[src/design/rssf_pkg.sv]
// package for the reset state and source flag block: register indices,
// reset values, flag positions and the carrier types.
// assumes a single 40 MHz system clock domain and byte-wide registers.
package rssf_pkg;

   // number of peripheral registers forced by every reset
   localparam int NUM_REGS = 55;

   // register indices inside the peripheral bank
   localparam int IDX_CLK_OUT_SEL = 0;
   localparam int IDX_WDT_ENABLE = 1;
   localparam int IDX_ADC_RES_LO = 2;
   localparam int IDX_ADC_RES_HI = 3;
   localparam int IDX_ADC_CFG_B = 9;
   localparam int IDX_RX_BUF = 12;
   localparam int IDX_TX_BUF = 13;
   localparam int IDX_AS_MODE = 14;
   localparam int IDX_BAUD_CTRL = 18;
   localparam int IDX_AS_CTRL = 19;
   localparam int IDX_TW_LOW = 34;
   localparam int IDX_TW_HIGH = 35;
   localparam int IDX_IRQ_REQ = 38;
   localparam int IDX_IRQ_MASK = 42;
   localparam int IDX_IRQ_PRIO = 46;
   localparam int IRQ_GROUP = 4;
   localparam int IDX_REG_MODE = 54;
   // detector registers, written through the same port, reset by source
   localparam int IDX_LVI_CTRL = 55;
   localparam int IDX_LVI_LEVEL = 56;

   // reset values
   localparam logic [7:0] RST_ZERO = 8'h00;
   localparam logic [7:0] RST_ONES = 8'hFF;
   localparam logic [7:0] RST_WDT_EN_A = 8'h1A;
   localparam logic [7:0] RST_WDT_EN_B = 8'h9A;
   localparam logic [7:0] RST_ADC_CFG_B = 8'h07;
   localparam logic [7:0] RST_AS_MODE = 8'h01;
   localparam logic [7:0] RST_AS_CTRL = 8'h16;

   // bit positions in the source flag byte
   localparam int FLAG_WDT_BIT = 4;
   localparam int FLAG_LVI_BIT = 0;

   typedef logic [NUM_REGS-1:0][7:0] rssf_bank_t;

   // one software write
   typedef struct packed {
      logic en;
      logic [5:0] idx;
      logic [7:0] data;
   } rssf_wr_t;

   // detector settings
   typedef struct packed {
      logic [7:0] control;
      logic [7:0] level;
   } rssf_lvi_t;

endpackage

[src/design/rssf_top.sv]
// reset state and source flag block: holds the peripheral bank, the
// source flags and the detector settings and forces their reset values.
// assumes all request lines except the pin reset come from I_CLK logic.
// the option and package inputs are static straps, so they pass no synchroniser.
// writes and flag reads are ignored while any request is high.
`timescale 1ns/100ps
`default_nettype none
module rssf_top
   import rssf_pkg::*;
(
   input wire logic I_CLK,
   input wire logic I_RESET_N,
   input wire logic i_pin_reset_n,
   input wire logic i_wdt_reset_req,
   input wire logic i_lvi_reset_req,
   input wire logic i_lvi_default_reset_req,
   input wire logic i_wdt_option,
   input wire logic i_package_32pin,
   input wire rssf_wr_t i_write,
   input wire logic i_flags_read,
   output logic o_in_reset,
   output var rssf_bank_t o_regs,
   output logic [7:0] o_reset_source_flags,
   output var rssf_lvi_t o_lvi
);

   // reset value of one bank register
   function automatic logic [7:0] rst_val(input int idx, input logic wdt_opt, input logic pkg32);
      logic [7:0] v;
      v = RST_ZERO;
      if (idx == IDX_WDT_ENABLE) begin
         v = wdt_opt ? RST_WDT_EN_B : RST_WDT_EN_A;
      end else if (idx == IDX_ADC_CFG_B) begin
         v = pkg32 ? RST_ZERO : RST_ADC_CFG_B;
      end else if (idx == IDX_AS_MODE) begin
         v = RST_AS_MODE;
      end else if (idx == IDX_AS_CTRL) begin
         v = RST_AS_CTRL;
      end else if (idx == IDX_RX_BUF || idx == IDX_TX_BUF) begin
         v = RST_ONES;
      end else if (idx == IDX_BAUD_CTRL) begin
         v = RST_ONES;
      end else if (idx == IDX_TW_LOW || idx == IDX_TW_HIGH) begin
         v = RST_ONES;
      end else if (idx >= IDX_IRQ_MASK && idx < IDX_IRQ_MASK + IRQ_GROUP) begin
         v = RST_ONES;
      end else if (idx >= IDX_IRQ_PRIO && idx < IDX_IRQ_PRIO + IRQ_GROUP) begin
         v = RST_ONES;
      end
      return v;
   endfunction

   // pin reset synchroniser
   logic pin_meta_r;
   logic pin_sync_r;
   logic pin_meta_nxt;
   logic pin_sync_nxt;

   always_comb begin
      pin_meta_nxt = ~i_pin_reset_n;
      pin_sync_nxt = pin_meta_r;
      if (!I_RESET_N) begin
         pin_meta_nxt = 1'b0;
         pin_sync_nxt = 1'b0;
      end
   end

   always_ff @(posedge I_CLK) begin
      pin_meta_r <= pin_meta_nxt;
      pin_sync_r <= pin_sync_nxt;
   end

   // reset request decode
   logic por_req;
   logic clear_req;
   logic any_req;

   always_comb begin
      por_req = ~I_RESET_N;
      clear_req = por_req | pin_sync_r | i_lvi_default_reset_req;
      any_req = clear_req | i_wdt_reset_req | i_lvi_reset_req;
   end

   // peripheral bank
   rssf_bank_t bank_r;
   rssf_bank_t bank_nxt;

   always_comb begin
      bank_nxt = bank_r;
      if (any_req) begin
         for (int i = 0; i < NUM_REGS; i++) begin
            bank_nxt[i] = rst_val(i, i_wdt_option, i_package_32pin);
         end
      end else if (i_write.en && int'(i_write.idx) < NUM_REGS) begin
         bank_nxt[i_write.idx] = i_write.data;
      end
   end

   always_ff @(posedge I_CLK) begin
      bank_r <= bank_nxt;
   end

   // source flags and detector settings
   logic wdt_flag_r;
   logic lvi_flag_r;
   logic wdt_flag_nxt;
   logic lvi_flag_nxt;
   rssf_lvi_t lvi_r;
   rssf_lvi_t lvi_nxt;

   always_comb begin
      wdt_flag_nxt = wdt_flag_r;
      lvi_flag_nxt = lvi_flag_r;
      lvi_nxt = lvi_r;
      if (clear_req) begin
         wdt_flag_nxt = 1'b0;
         lvi_flag_nxt = 1'b0;
         lvi_nxt = '0;
      end else if (i_wdt_reset_req || i_lvi_reset_req) begin
         // watchdog and plain detector together set both flags
         if (i_wdt_reset_req) begin
            wdt_flag_nxt = 1'b1;
            lvi_nxt = '0;
         end
         if (i_lvi_reset_req) begin
            lvi_flag_nxt = 1'b1;
         end
      end else begin
         // a read clears both flags; only a reset can set them
         if (i_flags_read) begin
            wdt_flag_nxt = 1'b0;
            lvi_flag_nxt = 1'b0;
         end
         if (i_write.en && int'(i_write.idx) == IDX_LVI_CTRL) begin
            lvi_nxt.control = i_write.data;
         end
         if (i_write.en && int'(i_write.idx) == IDX_LVI_LEVEL) begin
            lvi_nxt.level = i_write.data;
         end
      end
   end

   always_ff @(posedge I_CLK) begin
      wdt_flag_r <= wdt_flag_nxt;
      lvi_flag_r <= lvi_flag_nxt;
      lvi_r <= lvi_nxt;
   end

   // reset status, released one edge after the last request drops
   logic in_reset_r;
   logic in_reset_nxt;

   always_comb begin
      in_reset_nxt = any_req;
   end

   always_ff @(posedge I_CLK) begin
      in_reset_r <= in_reset_nxt;
   end

   // outputs straight from flip-flops
   always_comb begin
      o_in_reset = in_reset_r;
      o_regs = bank_r;
      o_lvi = lvi_r;
      o_reset_source_flags = RST_ZERO;
      o_reset_source_flags[FLAG_WDT_BIT] = wdt_flag_r;
      o_reset_source_flags[FLAG_LVI_BIT] = lvi_flag_r;
   end
endmodule
`default_nettype wire

[config.mk]
export PLATFORM = sky130hd
export DESIGN_NAME = rssf_top
export DESIGN_NICKNAME = d
export VERILOG_FILES = /design/src/design/rssf_pkg.sv /design/src/design/rssf_top.sv
export SDC_FILE = /design/constraint.sdc
export NUM_CORES = 1
export LEC_CHECK = 0
export BUFFER_PORTS_ARGS = -buffer_cell sky130_fd_sc_hd__buf_2
export CAP_MARGIN = 10
export CORE_AREA = 4 4 211 213
export CTS_CLUSTER_SIZE = 10
export DETAILED_ROUTE_END_ITERATION = 10
export DIE_AREA = 0 0 215 217
export GPL_ROUTABILITY_DRIVEN = 1
export MAX_ROUTING_LAYER = met4
export PLACE_DENSITY = 0.72
export SYNTH_ARGS = -nofsm -noshare
export SYNTH_HDL_FRONTEND = slang
export SYNTH_SLANG_ARGS = --single-unit
[constraint.sdc]
create_clock -name I_CLK -period 2.5 [get_ports I_CLK]
set_input_delay 0.5 -clock I_CLK [delete_from_list [all_inputs] [get_ports I_CLK]]
set_output_delay 0.5 -clock I_CLK [all_outputs]
set_load 0.005 [all_outputs]
After elaboration in Yosys (flattened, before gate mapping):

Cells that the tools add are included.

* mux-type cells: 16
* bitwise gates (word level): 6
* $lt $le $gt $ge: 3
* equal/unequal tests: 4
* reductions and logical operators: 13

Operators with widths (count)
* 440-bit bitwise mux: 1
* 80-bit two-way mux: 2
* 8-bit demux with 6-bit select: 1
* 16-bit two-way mux: 2
* 8-bit two-way mux: 4
* 2-bit AND reduction: 4
* 2-bit nonzero test: 4
* 6-bit by 7-bit less-than comparator with 1-bit output, second input constant: 1
* 6-bit by 4-bit equality test with 1-bit output, second input constant: 1
* 6-bit by 5-bit equality test with 1-bit output, second input constant: 1
* 6-bit by 1-bit >= comparator with 1-bit output, second input constant: 1
* 6-bit less-than comparator, second input constant: 1
* 1-bit two-way mux: 5
* 1-bit logical AND: 4
* 2-bit inequality test, second input constant: 2
* 1-bit OR: 4
* 3-bit two-way mux: 1
* 1-bit inverter: 2
* 1-bit logical OR: 1

* flip-flop bits (word level): 461
* input bits: 24
* word-level logic and storage cells: 104
* output and inout bits: 465

Depth between registers and ports, before layout:

* word-level depth: 7
* mapped depth: 8
* mapped depth without buffers: 5

Worst setup path before layout:

OpenSTA, ideal clock, no wires.

* path kind: in2reg
* start: in i_lvi_default_reset_req
* end: reg bank_r, in the netlist o_regs[10] (enable)
* slack: 0.300 ns
* arrival: 1.861 ns
* buffers on the path: 3
* cell stages on the path: 6
* data required time: 2.161 ns
* setup time: 0.339 ns
* path through: or3b_1 buf_2 nor3_4 buf_2 buf_2 nand2_1

* cells in the longest elaborated chain, start to end: 4

Ends and longest elaborated chain
* start, declared: RTL line rssf_top.sv:16 `input wire logic i_lvi_default_reset_req,`
* 1-bit OR: RTL line rssf_top.sv:80 `clear_req = por_req | pin_sync_r | i_lvi_default_reset_req;`
* 1-bit OR (2 in series): RTL line rssf_top.sv:81 `any_req = clear_req | i_wdt_reset_req | i_lvi_reset_req;`
* 2-bit nonzero test (no source line)
* end signal, assigned: RTL line rssf_top.sv:100 `bank_r <= bank_nxt;`
* end, declared: RTL line rssf_top.sv:85 `rssf_bank_t bank_r;`

Every way passes these cells.
A chain may end at the register's enable or synchronous reset.

Final worst setup path:

* start: reg pin_sync_r
* end: reg bank_r, in the netlist o_regs[21]

* cells in the longest elaborated chain, start to end: 4

Ends and longest elaborated chain
* start, declared: RTL line rssf_top.sv:55 `logic pin_sync_r;`
* start signal, assigned: RTL line rssf_top.sv:70 `pin_sync_r <= pin_sync_nxt;`
* 1-bit OR (2 in series): RTL line rssf_top.sv:80
* 1-bit OR (2 in series): RTL line rssf_top.sv:81

Every way passes these cells.

==> impl_metrics.json <==
{
  "cts_root_buf": "clkbuf_16",
  "synth_top_cell_by_area": "dfxtp_1",
  "clkSlewWorstSetupHoldPaths_ns": 0.05,
  "syn_inst": 1945,
  "setup_viol": 0,
  "die_w_um": 215,
  "total_power_uw": 14900,
  "grt_pass1_wl_um": 88700,
  "period_needed_ns": 1.99,
  "leakagePower_uw": 0.00876,
  "drive_above_1_share_pct": 27.0,
  "max_freq_mhz": 504,
  "synth_cell_types": 42,
  "slew_viol_final": 0,
  "tns_ns": 0,
  "yosys.cell_count.top_type": "dfxtp_1",
  "slew_headroom_pct": 51.5,
  "critPathKind": "register to register",
  "area_growth_pct": 27.6,
  "drc": 0,
  "cp.required_ns": 3.00,
  "grt_max_degree": 151,
  "place_hpwl_um": 41200,
  "antenna_found_initial": 3,
  "cts_inserted_buffers": 53,
  "yosys.area.top_type_share_pct": 52.6,
  "cts_tree": "done",
  "gr-total-overflow": 0,
  "cts_hold_buf": 0,
  "synth_ff_type": "dfxtp_1",
  "layout.nets": 2410,
  "io_buffers": 482,
  "postSynthAreaPerCell_sq_um": 8.71,
  "dr.first_iter.drc_count": 1539,
  "hold_depth": 2,
  "rsz0062_at_grt": "false",
  "postPlaceCellArea_sq_um": 20100,
  "vias": 15800,
  "cp-end-kind": "register",
  "arrival_ns": 2.48,
  "start_util_pct": 39.7,
  "hp-class": "primary input to register",
  "totalWireLength_um": 59600,
  "fin_cells": 2949,
  "crit_fanout": 150,
  "post_cts_resized": 0,
  "ys_seq_area_share_pct": 55.5,
  "core_area_sq_um": 42700,
  "cts_max_path_buffers": 3,
  "synth-seq-cells": 461,
  "postSynth.asyncResetShare_pct": 0,
  "post_cts_buffers": 0,
  "cts_sinks": 461,
  "rr_worst_depth": 6,
  "startpoint_type": "register",
  "final_cell_area_sq_um": 21600,
  "utilization_pct": 50.6,
  "gp_congestion": 0.853,
  "h-tree-depth": 2,
  "clk_latency_ns": 0.59,
  "drt_pass1_iterations": 5,
  "track_usage_pct": 24.7,
  "wire_per_inst_um": 20.2,
  "tightest_slew_ns": 0.725,
  "ys_top_cells_by_area": "dfxtp_1 53%, nand2_1 8.9%, nand3_1 8.3%, mux2i_1 8.3%, a21oi_1 5.6%",
  "skew_ns": 0.0151,
  "max-cap-violations": 0,
  "grt_pass1_vias": 14900,
  "ir_drop_v": 0.000486,
  "syn_area_sq_um": 16900,
  "ios": 489,
  "antenna_left": 0,
  "synth_enable_flop_cells": 16,
  "dieArea_sq_um": 46700,
  "period_share_pct": 79.4,
  "viasPerCell": 5.35,
  "dpl.cell_count": 2877,
  "yosys_warnings": 0,
  "fp.dieH_um": 217,
  "power.density_nw_per_um2": 687,
  "rows": 76,
  "synth_common_cells": "445 x dfxtp_1, 402 x nand2_1, 282 x nand3_1",
  "hold_violations": 0,
  "status": "complete, no violations"
}
==> flip-flops by register name, indices dropped and copies added, names as in the netlist <==
name,flops
pin_meta_r,1
o_lvi,16
pin_sync_r,1
lvi_flag_r,1
o_regs,440
wdt_flag_r,1
o_in_reset,1
==> worst max-delay path, cell delays in order, from the launching register on <==
cell and delay [ns]:
dfxtp_1 0.30, or3b_1 0.44, nor3_4 0.17, buf_12 0.18, inv_8 0.11, buf_12 0.28
a21oi_1 0.25
==> where the power goes <==
group	total [uW]	internal, uW	leakage, uW	switching (uW)
Sequential	7410	7400	0.00376	5.44
Combinational	584	152	0.00428	432
Clock	6860	3990	0.000722	2870
Total	14900	11500	0.00876	3310
==> routing by layer <==
| layer | GRT usage [%] | routed length (um) | vias up | share of wire [%] |
|---|---|---|---|---|
| li1 | - | - | 7376 | - |
| met1 | 30.6 | 24600 | 7549 | 41 |
| met2 | 39.2 | 27500 | 694 | 46 |
| met3 | 6.38 | 5070 | 159 | 8.5 |
| met4 | 8.98 | 2380 | 0 | 4.0 |
| met5 | - | 0 | - | 0 |
==> cell families (layout without fill, tap and decap cells) <==
family / Yosys count / count (layout) / synth area share (%)
DFF: 461 / 461 / 55.5
AOI/OAI and AO/OA: 234 / 234 / 7.01
and+or+nand+nor: 933 / 933 / 24.9
muxes: 140 / 140 / 8.28
buffers and inverters: 176 / 626 / 4.32
other: 1 / 9 / 0.0221
==> layout make-up <==
class                           instances  area, sq um
Fill cell                            3898        21100
Sequential cell                       461         9390
Multi-Input combinational cell       1313         6880
Timing Repair Buffer                  556         3170
Clock buffer                           66         1450
Tap cell                              546          683
Clock inverter                          3         22.5
Inverter                                1         11.3
Antenna cell                            3         7.51
==> per-stage QoR <==
stage               hold slack, ns  setup slack, ns
floorplan                    0.412            0.300
global placement             0.422            0.267
detailed placement           0.444            0.217
global route                0.0590            0.433
finish                      0.0731            0.514
CTS                         0.0440            0.536
==> placed cells by master (no fill, tap or decap), types with 20 or more instances in the layout <==
| master | count |
|---|---|
| o21ai_0 | 38 |
| nand3b_1 | 20 |
| nor2_1 | 155 |
| clkbuf_16 | 55 |
| nand3_1 | 282 |
| buf_2 | 482 |
| mux2i_1 | 140 |
| a21oi_1 | 191 |
| buf_4 | 58 |
| nand2_1 | 402 |
| dfxtp_1 | 445 |
==> worst paths after layout <==
check / end / slack (ns) / start
worst max-delay path: o_regs[21] / 0.51 / pin_sync_r
worst min-delay path: pin_meta_r / 0.07 / i_pin_reset_n
worst max register to register: o_regs[21] / 0.51 / pin_sync_r
worst min register to register: o_regs[131] / 0.45 / o_regs[131]
No activity file was read; power rests on OpenSTA's default activity.
